### src/ssi_pkg.sv
/*
 * Constants for the SSI position transmitter: word sizes and hold-off timing.
 * Assumes a 125 MHz ref_clk that samples the controller's serial clock.
 */
package ssi_pkg;
	localparam int CLK_PERIOD_NS = 8;
	localparam int SINGLETURN_BITS = 13;
	localparam int MULTITURN_BITS = 12;
	localparam int SPECIAL_BITS = 1;
	localparam int HOLD_OFF_NS = 20000;
	// Least time, rounded up to whole cycles
	localparam int HOLD_OFF_CYCLES = (HOLD_OFF_NS + CLK_PERIOD_NS - 1) / CLK_PERIOD_NS;
	localparam int HOLD_CNT_W = 16;
	localparam logic SSI_LINE_IDLE = 1'b1;
	localparam logic SSI_LINE_LOW = 1'b0;
endpackage

### src/ssi_transmitter.sv
/*
 * Encoder end of an SSI link: captures position plus special bit on the first
 * falling clock, shifts it out MSB first, holds data low for the hold-off time,
 * and repeats the word while clocking continues (ring mode).
 * Assumes ser_clk comes from the controller asynchronously; no other registers.
 */
`timescale 1ns/1ps
// Operation
// - Idle: clock and data lines both rest high.
// - First falling clock after idle captures position and special bit.
// - MSB appears on data at the first rising clock edge.
// - Each later rising edge presents the next lower bit until LSB.
// - After LSB, data held low until hold-off elapses, then high.
// - Hold-off interval starts at the last falling clock edge.
// - Word is n bits: singleturn plus multiturn resolution plus the special bit.
// - Continued clocking after the word resends the same stored word.
// - Pulse n+2 after hold-off starts fresh word, else repeats stored one.
module ssi_transmitter #(
	parameter int POS_BITS = ssi_pkg::SINGLETURN_BITS + ssi_pkg::MULTITURN_BITS,
	parameter int HOLD_CYCLES = ssi_pkg::HOLD_OFF_CYCLES
) (
	input wire logic ref_clk,
	input wire logic reset,
	input wire logic clk_en,
	input wire logic ser_clk,
	input wire logic [POS_BITS-1:0] position_bits,
	input wire logic special_bit,
	output logic ser_data,
	output logic busy
);
	import ssi_pkg::*;

	localparam int WORD_BITS = POS_BITS + SPECIAL_BITS;
	localparam int IDX_W = $clog2(WORD_BITS + 1);
	localparam logic [IDX_W-1:0] LAST_IDX = IDX_W'(WORD_BITS - 1);
	localparam logic [HOLD_CNT_W-1:0] HOLD_LOAD = HOLD_CNT_W'(HOLD_CYCLES);

	typedef enum logic [1:0] {SSI_IDLE, SSI_SHIFT, SSI_HOLD} ssi_state_e;

	// Bit of the stored word that goes out after a given number of bits sent
	function automatic logic word_bit(
		input logic [WORD_BITS-1:0] w,
		input logic [IDX_W-1:0] sent
	);
		return w[LAST_IDX - sent];
	endfunction

	ssi_state_e state_reg;
	logic [1:0] sclk_sync_reg;
	logic sclk_prev_reg;
	logic [WORD_BITS-1:0] word_reg;
	logic [IDX_W-1:0] bits_sent_reg;
	logic [HOLD_CNT_W-1:0] hold_cnt_reg;
	logic data_reg;
	logic sclk_s;
	logic fall_edge;
	logic rise_edge;
	logic hold_done;
	logic word_done;
	logic fresh_start;

	assign sclk_s = sclk_sync_reg[1];
	assign fall_edge = sclk_prev_reg & ~sclk_s;
	assign rise_edge = ~sclk_prev_reg & sclk_s;
	assign hold_done = hold_cnt_reg == '0;
	assign word_done = bits_sent_reg == IDX_W'(WORD_BITS);
	// Clocking resumed only after hold-off ran out: a new word is due
	assign fresh_start = state_reg == SSI_HOLD && fall_edge && hold_done;
	assign ser_data = data_reg;
	assign busy = state_reg != SSI_IDLE;

	// Clock pin is asynchronous to ref_clk; first stage feeds only the second
	always_ff @(posedge ref_clk) begin
		if (reset) begin
			sclk_sync_reg <= {SSI_LINE_IDLE, SSI_LINE_IDLE};
			sclk_prev_reg <= SSI_LINE_IDLE;
		end else if (clk_en) begin
			sclk_sync_reg <= {sclk_sync_reg[0], ser_clk};
			sclk_prev_reg <= sclk_s;
		end
	end

	// Hold-off monoflop, retriggered by every falling edge so the last one counts
	always_ff @(posedge ref_clk) begin
		if (reset) begin
			hold_cnt_reg <= '0;
		end else if (clk_en) begin
			if (fall_edge) begin
				hold_cnt_reg <= HOLD_LOAD;
			end else if (!hold_done) begin
				hold_cnt_reg <= hold_cnt_reg - 1'b1;
			end
		end
	end

	always_ff @(posedge ref_clk) begin
		if (reset) begin
			state_reg <= SSI_IDLE;
			word_reg <= '0;
			bits_sent_reg <= '0;
			data_reg <= SSI_LINE_IDLE;
		end else if (clk_en) begin
			unique case (state_reg)
				SSI_IDLE: begin
					data_reg <= SSI_LINE_IDLE;
					if (fall_edge) begin
						word_reg <= {position_bits, special_bit};
						bits_sent_reg <= '0;
						state_reg <= SSI_SHIFT;
					end
				end
				SSI_SHIFT: begin
					if (rise_edge && !word_done) begin
						data_reg <= word_bit(word_reg, bits_sent_reg);
						bits_sent_reg <= bits_sent_reg + 1'b1;
					end else if (fall_edge && word_done) begin
						// The fall after the LSB closes the word; data goes low and stays low through its rise
						data_reg <= SSI_LINE_LOW;
						state_reg <= SSI_HOLD;
					end
				end
				SSI_HOLD: begin
					// Data stays low; the closing rise is ignored, so only a further
					// falling edge means the controller keeps clocking
					if (fall_edge) begin
						if (hold_done) begin
							// Late pulse n+2: capture here, or the edge would be lost
							word_reg <= {position_bits, special_bit};
						end
						bits_sent_reg <= '0;
						state_reg <= SSI_SHIFT;
					end else if (hold_done) begin
						data_reg <= SSI_LINE_IDLE;
						state_reg <= SSI_IDLE;
					end
				end
				default: state_reg <= SSI_IDLE;
			endcase
		end
	end

	a_idle_data_high: assert property (@(posedge ref_clk) disable iff (reset)
		state_reg == SSI_IDLE && $past(state_reg) == SSI_IDLE |-> ser_data)
		else $error("data not high while idle");
	a_capture_word: assert property (@(posedge ref_clk) disable iff (reset)
		clk_en && state_reg == SSI_IDLE && fall_edge |=>
		word_reg == {$past(position_bits), $past(special_bit)} && state_reg == SSI_SHIFT)
		else $error("word not captured on first falling edge");
	a_msb_first: assert property (@(posedge ref_clk) disable iff (reset)
		clk_en && state_reg == SSI_SHIFT && rise_edge && bits_sent_reg == '0 |=>
		ser_data == word_reg[LAST_IDX])
		else $error("MSB not sent first");
	a_bit_advance: assert property (@(posedge ref_clk) disable iff (reset)
		clk_en && state_reg == SSI_SHIFT && rise_edge && !word_done |=>
		bits_sent_reg == $past(bits_sent_reg) + 1'b1)
		else $error("bit index did not advance");
	a_low_after_lsb: assert property (@(posedge ref_clk) disable iff (reset)
		state_reg == SSI_HOLD |-> !ser_data)
		else $error("data not low during hold-off");
	a_hold_start: assert property (@(posedge ref_clk) disable iff (reset)
		clk_en && fall_edge |=> hold_cnt_reg == HOLD_LOAD)
		else $error("hold-off not started on falling edge");
	a_hold_release: assert property (@(posedge ref_clk) disable iff (reset)
		clk_en && state_reg == SSI_HOLD && hold_done && !fall_edge |=>
		state_reg == SSI_IDLE && ser_data)
		else $error("data not released after hold-off");
	a_ring_repeat: assert property (@(posedge ref_clk) disable iff (reset)
		clk_en && state_reg == SSI_HOLD && fall_edge && !hold_done |=>
		state_reg == SSI_SHIFT && $stable(word_reg) && bits_sent_reg == '0 && !ser_data)
		else $error("ring mode did not repeat stored word");
	a_word_stable: assert property (@(posedge ref_clk) disable iff (reset)
		state_reg != SSI_IDLE && $past(state_reg) != SSI_IDLE && !$past(fresh_start)
		|-> $stable(word_reg))
		else $error("stored word changed mid transfer");

	// Word content and order, beyond the index bookkeeping
	a_bit_value: assert property (@(posedge ref_clk) disable iff (reset)
		clk_en && state_reg == SSI_SHIFT && rise_edge && !word_done |=>
		ser_data == word_bit(word_reg, $past(bits_sent_reg)))
		else $error("wrong bit of the stored word sent");

	a_word_length: assert property (@(posedge ref_clk) disable iff (reset)
		state_reg == SSI_SHIFT |-> bits_sent_reg <= IDX_W'(WORD_BITS))
		else $error("more bits sent than the word holds");

	a_data_steady: assert property (@(posedge ref_clk) disable iff (reset)
		clk_en && state_reg == SSI_SHIFT && !rise_edge && !fall_edge |=> $stable(ser_data))
		else $error("data moved without a clock edge");

	// Hold-off timing and the late pulse that starts a new word
	a_hold_count: assert property (@(posedge ref_clk) disable iff (reset)
		clk_en && !fall_edge && !hold_done |=>
		hold_cnt_reg == $past(hold_cnt_reg) - 1'b1)
		else $error("hold-off counter did not count down");

	a_hold_low: assert property (@(posedge ref_clk) disable iff (reset)
		clk_en && state_reg == SSI_HOLD && !hold_done && !fall_edge |=> !ser_data)
		else $error("data released before hold-off ended");

	a_fresh_word: assert property (@(posedge ref_clk) disable iff (reset)
		clk_en && fresh_start |=>
		word_reg == {$past(position_bits), $past(special_bit)} && state_reg == SSI_SHIFT)
		else $error("late pulse did not capture a new word");

	// A low enable must freeze state, data and the hold-off counter
	a_clk_freeze: assert property (@(posedge ref_clk) disable iff (reset)
		!clk_en |=> $stable(state_reg) && $stable(ser_data) && $stable(hold_cnt_reg))
		else $error("state moved while clock enable low");

	c_transfer: cover property (@(posedge ref_clk) disable iff (reset)
		state_reg == SSI_HOLD ##1 state_reg == SSI_IDLE);
	c_ring: cover property (@(posedge ref_clk) disable iff (reset)
		state_reg == SSI_HOLD ##1 state_reg == SSI_SHIFT);
	c_fresh: cover property (@(posedge ref_clk) disable iff (reset)
		state_reg == SSI_IDLE && fall_edge);
	c_word_end: cover property (@(posedge ref_clk) disable iff (reset)
		state_reg == SSI_SHIFT && word_done && fall_edge);
	c_late_pulse: cover property (@(posedge ref_clk) disable iff (reset)
		fresh_start);
endmodule

### config.mk
export PLATFORM = sky130hd
export DESIGN_NAME = ssi_transmitter
export DESIGN_NICKNAME = d
export VERILOG_FILES = /design/src/ssi_pkg.sv /design/src/ssi_transmitter.sv
export SDC_FILE = /design/constraint.sdc
export NUM_CORES = 1
export LEC_CHECK = 0
export BUFFER_PORTS_ARGS = -buffer_cell sky130_fd_sc_hd__buf_2
export CAP_MARGIN = 5
export CELL_PAD_IN_SITES_DETAIL_PLACEMENT = 1
export CELL_PAD_IN_SITES_GLOBAL_PLACEMENT = 1
export CORE_ASPECT_RATIO = 1.75
export CORE_UTILIZATION = 42
export CTS_BUF_LIST = sky130_fd_sc_hd__clkbuf_8
export DETAILED_ROUTE_END_ITERATION = 6
export MAX_ROUTING_LAYER = met4
export PLACE_DENSITY_LB_ADDON = 0.1
export SLEW_MARGIN = 20
export SYNTH_ARGS = -nofsm -noshare
export SYNTH_HDL_FRONTEND = slang
export SYNTH_SLANG_ARGS = --single-unit
### constraint.sdc
create_clock -name ref_clk -period 2.3 [get_ports ref_clk]
set_clock_uncertainty 0.2 [all_clocks]
set_input_delay 0.115 -clock ref_clk [delete_from_list [all_inputs] [get_ports ref_clk]]
set_output_delay 0.115 -clock ref_clk [all_outputs]
set_load 0.05 [all_outputs]
== Yosys cells after proc, flatten, opt, wreduce, memory -nomap -nowiden ==
Cells that the tools add are included.

* Word-level logic and storage cells: 66
* Output and inout port bits: 2
* Bits in registers: 53

* Magnitude comparators: 1
* Add/subtract/negate cells: 3
* Mux-type cells: 22
* Eq/ne operators: 14
* Reduce and logical (&&, ||, !) cells: 15
* Bitwise gates (word level): 4

{| class="wikitable"
|+ Operator list
! cell !! count
|-
| two-way mux 26 bit || 3
|-
| one-hot mux 26 bit (2 select lines) || 1
|-
| two-way mux 16 bit || 2
|-
| zero test 16 bit || 1
|-
| != test 2 bit, second input constant || 8
|-
| subtractor 16 x 1 -> 16 bit, second input constant || 1
|-
| AND reduction 5 bit || 3
|-
| two-way mux 2 bit || 5
|-
| two-way mux 5 bit || 2
|-
| one-hot mux 5 bit (2 select lines) || 1
|-
| less-than comparator 5 x 6 -> 1 bit, second input constant || 1
|-
| != test 3 bit, second input constant || 2
|-
| one-hot mux 2 bit (3 select lines) || 1
|-
| nonzero test 2 bit || 3
|-
| adder 5 x 1 -> 5 bit, second input constant || 1
|-
| binary-select mux 1 bit (select 5 bit) || 1
|-
| == test 5 bit, second input constant || 1
|-
| two-way mux 1 bit || 5
|-
| subtractor 5 bit, first input constant || 1
|-
| AND reduction 4 bit || 1
|-
| one-hot mux 1 bit (3 select lines) || 1
|-
| nonzero test 3 bit || 1
|-
| AND 1 bit || 2
|-
| == test 2 x 1 -> 1 bit, second input constant || 1
|-
| other kinds (8) || 10
|}

== Logic depth before layout (Yosys ltp) ==
Gate-level depths: netlist (run 1).

* Depth in word-level cells: 6
* Mapped depth: 9
* Depth with buffers taken out: 7

== Worst setup path before layout (run 1) ==
No wires, ideal clock.

* Path kind: reg-to-reg
* From: register bits_sent_reg[1]
* To: register data_reg (netlist: ser_data)
* Arrival: 2.231 ns
* Required time: 1.978 ns
* Period minus slack after synthesis: 2.553 ns
* Stages on the path, launching flop included: 10
* Buffers on the path: 2
* Path slack: -0.253 ns
* Cells stage by stage: dfxtp_1 -> buf_2 -> inv_1 -> ha_1 -> buf_2 -> mux4_2 -> and3_1 -> nor4_1 -> o311a_1 -> o21ai_1

* Word-level cells in the longest chain between the ends: 5
* Elaborated cells between the ends (all ways): 11
* Classes of those cells: add/sub: 1; eq/ne: 2; mux: 4; reduce/logical: 4

{| class="wikitable"
|+ Ends and longest elaborated chain
! element !! RTL line !! source
|-
| start, declared || ssi_transmitter.sv:52 || <nowiki>logic [IDX_W-1:0] bits_sent_reg;</nowiki>
|-
| start signal, assigned || ssi_transmitter.sv:115 || <nowiki>bits_sent_reg <= bits_sent_reg + 1'b1;</nowiki>
|-
| subtractor 5 bit / == test 5 bit (equally long branches) || ssi_transmitter.sv:45, ssi_transmitter.sv:66 ||
|-
| binary-select mux 1 bit (select 5 bit) / zero test 1 bit (equally long branches) || ssi_transmitter.sv:45, ssi_transmitter.sv:113 ||
|-
| two-way mux 1 bit (implied by the code) / logical AND 1 bit (equally long branches) || ssi_transmitter.sv:45, ssi_transmitter.sv:113 ||
|-
| two-way mux 1 bit / != test 3 bit (equally long branches) || - ||
|-
| one-hot mux 1 bit (3 select lines) / AND reduction 5 bit (equally long branches) || - ||
|-
| end signal, assigned || ssi_transmitter.sv:114 || <nowiki>data_reg <= word_bit(word_reg, bits_sent_reg);</nowiki>
|-
| end, declared || ssi_transmitter.sv:54 || <nowiki>logic data_reg;</nowiki>
|}

Parallel ways exist; a longest one is shown, timed or not. The select of a mux whose other input is x is not followed.
A chain may end at the register's enable or synchronous reset.

== Worst setup path after layout (run 1) ==
* From: register hold_cnt_reg[1]
* To: register word_reg[22]

* Word-level cells in the longest chain between the ends: 3

{| class="wikitable"
|+ Ends and longest elaborated chain
! element !! RTL line !! source
|-
| start, declared || ssi_transmitter.sv:53 || <nowiki>logic [HOLD_CNT_W-1:0] hold_cnt_reg;</nowiki>
|-
| start signal, assigned || ssi_transmitter.sv:91 || <nowiki>hold_cnt_reg <= hold_cnt_reg - 1'b1;</nowiki>
|-
| zero test 16 bit || ssi_transmitter.sv:65 || <nowiki>assign hold_done = hold_cnt_reg == '0;</nowiki>
|-
| != test 2 bit (no source line) || - ||
|-
| AND reduction 5 bit (no source line) || - ||
|-
| end signal, assigned || ssi_transmitter.sv:107 || <nowiki>word_reg <= {position_bits, special_bit};</nowiki>
|-
| end signal, assigned || ssi_transmitter.sv:128 || <nowiki>word_reg <= {position_bits, special_bit};</nowiki>
|-
| end, declared || ssi_transmitter.sv:51 || <nowiki>logic [WORD_BITS-1:0] word_reg;</nowiki>
|}

Every way passes these cells.

==> results by group, run 1 <==
Global routing
  • Antenna violations before repair: 0
  • Pin count of the biggest net entering global routing: 37
  • Vias in the first global route: 2573
  • All-layer global routing usage: 0.240
  • First-pass GRT wire length: 12.2 mm
  • Grt ovf: 0

Timing
  • Final Hold Fails: 0
  • Rel. slew slack: 0.638
  • Max Slew Vio Count: 0
  • RSZ-0062 raised after global routing: yes
  • Maximum clock rate: 439 MHz
  • Final worst path period need: 2.28 ns
  • Setup TNS Final: 0 ns
  • Setup violations, final: 0
  • Worst slew pin tran: 0.538 ns
  • Tcrit/Tclk final: 0.990

Clocking
  • CTS tree: built
  • Clk sinks: 53
  • Worst skew pair latency: 0.32 ns
  • H-tree depth: 2
  • Reg clk slew, reported paths: 0.09 ns
  • CTS root buf: clkbuf_8
  • Longest Clk Path Bufs: 2
  • Num CTS Buffers: 5

Synthesis
  • Seq/Total Area, Yosys: 0.395
  • Synthesis-stage register bit count: 53
  • Synth warnings: 0
  • Top_reg_cell synth: dfxtp_1
  • Post-Syn Nets: 315
  • Synthesized area: 2680 sq um
  • Syn Area/Cell: 9.59 sq um
  • Distinct cells, synth: 49
  • Synth cell count leaders: dfxtp_1 (53), nor2_1 (48), mux2i_1 (32)
  • Synth area leaders: dfxtp_1 (40%), mux2i_1 (12%), nor2_1 (6.7%)
  • Post-synth EDFFs: 0
  • Post-synth top area cell: dfxtp_1
  • Most frequent cell after synthesis: dfxtp_1
  • Ys async rst share: 0
  • Post-synth top area share: 0.395
  • Post-Syn Instances: 280

Setup path
  • CP Class: reg2reg
  • Critical path fanouts, max: 7
  • CP cell instances: inv_2, ha_4, nor4b_4, buf_4, nand4_4, a211oi_4, buf_6, buf_12, mux2i_4, nor2_1
  • Crit-path max cell delay: 0.34 ns
  • CP max-delay cell: dfxtp_2
  • Crit-path leading delay family: buffers and inverters
  • Startpoint Class: register
  • Data arrival, critical path: 2.27 ns
  • CP endpoint kind: register
  • CP bufs+invs: 4
  • CP required: 2.29 ns

Detailed routing
  • Vias post-DR: 2399
  • Routed WL: 7.92 mm
  • Drt wl/cell: 18.3 um
  • Drt pass-1 iters: 5
  • Vias per std cell: 5.54
  • Drt drc: 0
  • 1st-iter DRT viols: 106
  • ANT nets after route: 0

Cells and area
  • Max reg flops: 26
  • Final core occ: 0.583
  • Share of cells above drive strength 1: 0.269
  • Fillers: 703
  • Multi-input gate area: 1640 sq um
  • Register area: 1070 sq um
  • # diodes: 0
  • Area growth from synthesis to layout: 34.3%
  • Nets: 388

Flow run
  • Maximum Capacitance Violations: 0

Floorplanning
  • Core Rows: 38
  • Die area: 6730 sq um
  • Core area: 6180 sq um
  • Die Span Y: 108 um
  • Die Wd: 62.4 um
  • IO Pins: 32
  • Initial Util: 0.434

Power and ir drop
  • PwrDens: 935 nW/um^2
  • P_leak: 1.38 nW
  • Worst vdd ir: 0.591 mV

Worst hold path
  • Hold Crit Class: in2reg

Placed design
  • Hpwl dp: 4.95 mm
  • Gp weighted congestion: 0.810
  • Port bufs: 31

Run status
  • Status: completed
routing by layer:
layer	vias to the layer above	track usage	wire [um]
li1	1145	-	-
met1	1196	0.211	2610
met2	43	0.494	4900
met3	15	0.0339	162
met4	0	0.0963	246
met5	-	-	0
area by class of cell:
type	instances	area share
Sequential cell	53	0.296
Clock buffer	6	0.0229
Multi-Input combinational cell	203	0.455
Tap cell	80	0.0278
Timing Repair Buffer	81	0.187
Clock inverter	1	0.00208
Inverter	9	0.00937
cells in the final DEF (no fill, tap or decap), drive strengths merged, types with 5 or more instances in the layout:
master / count
dfxtp: 53
buf: 50
nor2: 48
mux2i: 32
dlygate4sd3: 29
o21ai: 12
nand2: 11
a21oi: 10
inv: 9
xnor2: 8
clkbuf: 8
xor2: 7
mux4: 6
nand4: 6
or3: 5
nand3: 5
ha: 5
power by group:
part | internal (mW) | total (mW) | switching, mW
combinational | 0.736 | 1.57 | 0.832
clock | 0.239 | 0.552 | 0.314
sequential | 1.07 | 1.25 | 0.182
total | 2.04 | 3.37 | 1.33
stage by stage:
stage | hold WS, ns | area, sq um | setup slack (ns) | std cells | total power, mW
finish | 0.0868 | 3600 | 0.0236 | 433 | 3.37
global route | 0.130 | 3600 | -0.0669 | 433 | 3.61
CTS | 0.0661 | 3430 | 0.0330 | 431 | 3.23
detailed placement | 0.148 | 3000 | -0.0175 | 393 | 2.61
global placement | 0.145 | 3000 | 0.00373 | 393 | 2.58
floorplan | 0.0434 | 2710 | 0.00484 | 280 | 2.16
kinds of logic after synthesis:
group / Yosys count / synth area share
AOI/OAI and AO/OA: 40 / 0.107
buffers and inverters: 24 / 0.0503
muxes: 38 / 0.170
DFF: 53 / 0.395
adders and majority gates: 5 / 0.0233
xor gates and xnor gates: 15 / 0.0490
and+or+nand+nor: 105 / 0.206
timing repair:
| action | CTS | global route |
|---|---|---|
| pin swaps | 1 | 8 |
| setup endpoints to repair | 14 | 35 |
| endpoints found under the hold margin | 30 | 0 |
| gates cloned | 1 | 2 |
| setup buffers | 1 | 0 |
| gates resized for setup | 3 | 25 |
| hold buffers | 29 | 0 |
final timing paths:
| check | from | end | slack [ns] | cells past startpoint |
|---|---|---|---|---|
| max | hold_cnt_reg[1] | word_reg[22] | 0.02 | 10 |
| min | clk_en | state_reg[1] | 0.09 | 3 |
| max reg2reg | hold_cnt_reg[1] | word_reg[22] | 0.02 | 10 |
| min reg2reg | hold_cnt_reg[1] | hold_cnt_reg[1] | 0.28 | 2 |
worst min-delay path, cell delays in order:
cell     delay, ns
buf_2         0.25
nand3_1       0.13
a21oi_1       0.06
Power figures use the tool's default switching activity.
==> run 2, diff against run 1 <==
--- a/config.mk
+++ b/config.mk
@@ -15,6 +15,7 @@
 export DETAILED_ROUTE_END_ITERATION = 6
 export MAX_ROUTING_LAYER = met4
 export PLACE_DENSITY_LB_ADDON = 0.1
+export SETUP_SLACK_MARGIN = 0.4
 export SLEW_MARGIN = 20
 export SYNTH_ARGS = -nofsm -noshare
 export SYNTH_HDL_FRONTEND = slang
==> results by group, run 2 (same netlist as run 1, synthesis figures left out) <==
Timing
  • Setup TNS Final: 0 ns (unchanged)
  • RSZ-0062 raised after global routing: yes
  • Max Slew Vio Count: 0 (unchanged)
  • Rel. slew slack: 0.635 (-0.00292)
  • Worst slew pin tran: 0.546 ns (+0.00859 ns)
  • Final worst path period need: 2.22 ns (-0.0588 ns)
  • Worst Slack Setup Final: 0.0824 ns (+0.0588 ns)
  • Maximum clock rate: 451 MHz (+2.7%)
  • Setup violations, final: 0 (unchanged)
  • Tcrit/Tclk final: 0.964 (-0.0256)
  • Final Hold Fails: 1 (+1)
  • Hold slack: -0.00229 ns (-0.0891 ns)

Global routing
  • Antenna violations before repair: 0 (unchanged)
  • Vias in the first global route: 2679 (+4.1%)
  • All-layer global routing usage: 0.259 (+0.0186)
  • First-pass GRT wire length: 12.8 mm (+5.7%)
  • Pin count of the biggest net entering global routing: 37 (unchanged)
  • Grt ovf: 0 (unchanged)

Floorplanning
  • Die Span Y: 108 um (unchanged)
  • Core Rows: 38 (unchanged)
  • Core area: 6180 sq um (unchanged)
  • IO Pins: 32 (unchanged)
  • Initial Util: 0.434 (unchanged)
  • Die area: 6730 sq um (unchanged)
  • Die Wd: 62.4 um (unchanged)

Power and ir drop
  • Worst vdd ir: 0.540 mV (-8.6%)
  • Psw: 1.59 mW (+20%)
  • Internal power: 2.42 mW (+19%)
  • PwrDens: 1030 nW/um^2 (+11%)
  • Power, Total: 4.01 mW (+19%)
  • Clock share of power: 0.143 (-0.021)
  • Sw frac: 0.396 (+0.00248)
  • Reg power frac: 0.326 (-0.045)
  • P_leak: 1.51 nW (+8.8%)
  • Combinational share of power: 0.531 (+0.066)

Detailed routing
  • Vias per std cell: 5.50 (-0.67%)
  • Drt wl/cell: 18.5 um (+1.1%)
  • 1st-iter DRT viols: 81 (-24%)
  • Drt drc: 0 (unchanged)
  • Routed WL: 8.34 mm (+5.3%)
  • ANT nets after route: 0 (unchanged)
  • Drt pass-1 iters: 5 (unchanged)
  • Vias post-DR: 2482 (+3.5%)

Worst hold path
  • Min-delay src: clk_en
  • Hold Crit Class: in2reg
  • Hold EP: state_reg[1]
  • Hold depth: 3 (unchanged)

Run status
  • Status: complete, but fails checks
  • Failing checks: negative hold slack

Cells and area
  • Design area: 3880 sq um (+7.6%)
  • Share of cells above drive strength 1: 0.356 (+0.0867)
  • Nets: 405 (+4.4%)
  • Commonest non-fill, non-tap cell in the layout: nor2_1
  • Max reg flops: 26 (unchanged)
  • Area growth from synthesis to layout: 44.6%
  • Most frequent cells in the layout: nor2_1 (48), dfxtp_1 (45), buf_2 (31)
  • # diodes: 0 (unchanged)
  • Fillers: 685 (-2.6%)

Setup path
  • Worst r2r path cells: 10 (unchanged)
  • Setup slack, reg-to-reg: 0.08 ns (+0.06 ns)
  • Critical path fanouts, max: 7 (unchanged)
  • CP endpoint kind: register
  • CP required: 2.31 ns (+0.02 ns)
  • Data arrival, critical path: 2.23 ns (-0.04 ns)
  • Startpoint Class: register
  • CP Class: reg2reg
  • Reg2reg start: hold_cnt_reg[0]
  • R2r endpoint: word_reg[23]

Clocking
  • Reg clk slew, reported paths: 0.10 ns (about the same)
  • Clk sinks: 53 (unchanged)
  • Worst skew pair latency: 0.32 ns (about the same)
  • Longest Clk Path Bufs: 2 (unchanged)
  • H-tree depth: 2 (unchanged)
  • Num CTS Buffers: 5 (unchanged)
  • CTS root buf: clkbuf_8
  • CTS tree: built

Flow run
  • Maximum Capacitance Violations: 0 (unchanged)

Placed design
  • Hpwl dp: 4.96 mm (+0.31%)
  • Port bufs: 31 (unchanged)
  • Gp weighted congestion: 0.773 (-4.6%)
  • Pre-CTS WS: 0.0385 ns (+0.0560 ns)
  • Placed instance area: 3000 sq um (about the same)
[run 2: cell types whose count changed in the layout (fill, tap and decap cells not counted), moves of 3 or more]
cell | before | now
buf_4 | 16 | 26
buf_6 | 1 | 5
dfxtp_1 | 49 | 45
dfxtp_2 | 4 | 8
mux2i_4 | 4 | 0
a2111oi_2 | 3 | 0
a2111oi_4 | 0 | 3
mux2i_2 | 1 | 4
[run 2: final cells by class]
class                           instances  area, sq um  area share
Multi-Input combinational cell        204         1750       0.452
Sequential cell                        53         1070       0.276
Timing Repair Buffer                   97          822       0.212
Tap cell                               80          100      0.0258
Clock buffer                            6         82.6      0.0213
Inverter                                9         36.3     0.00935
Clock inverter                          2         13.8     0.00355
[run 2: worst max-delay path: stages (launching register included)]
cell and delay (ns):
dfxtp_2 0.33, inv_2 0.07, ha_4 0.15, nor4b_4 0.22
nand4_2 0.18, a211oi_4 0.25, buf_6 0.18, buf_12 0.11
buf_16 0.12, mux2i_2 0.23, nor2_1 0.06
[run 2: worst max-delay path by stage]
stage                     start            to  cells past startpoint
2_1_floorplan  bits_sent_reg[1]      ser_data                      9
6_report        hold_cnt_reg[0]  word_reg[23]                     10
3_5_place_dp   bits_sent_reg[2]      ser_data                      7
3_3_place_gp   bits_sent_reg[2]      ser_data                      7
4_1_cts        bits_sent_reg[1]      ser_data                      7
5_1_grt         hold_cnt_reg[0]  word_reg[23]                     10
[run 2: metal layers]
layer  share of wire  GRT usage  routed length [um]
met5               0          -                   0
met2            0.58      0.510                4830
met3           0.023     0.0413                 189
met4           0.036      0.136                 300
met1            0.36      0.229                3020
[run 2: power groups by stage]
stage	Combinational (mW)	Clock (mW)	Sequential, mW
global placement	1.28	0	1.27
detailed placement	1.31	0	1.28
global route	2.30	0.610	1.33
CTS	1.72	0.590	1.28
finish	2.13	0.575	1.31
floorplan	0.990	0	1.23
[run 2: timing repair]
item                                   CTS  global route
hold buffers                            29             0
pin swaps                               13            27
gates resized for setup                 33            23
endpoints found under the hold margin   30             0
setup endpoints to repair               42            49
cloned                                   3             0
buffers inserted                        16             7
[run 2: through the flow]
| stage | instances | util |
|---|---|---|
| 2_1_floorplan | 280 | - |
| 3_3_place_gp | 388 | 0.485 |
| 3_5_place_dp | 388 | 0.485 |
| 4_1_cts | 444 | 0.601 |
| 5_1_grt | 451 | 0.628 |
| 6_report | 451 | 0.628 |
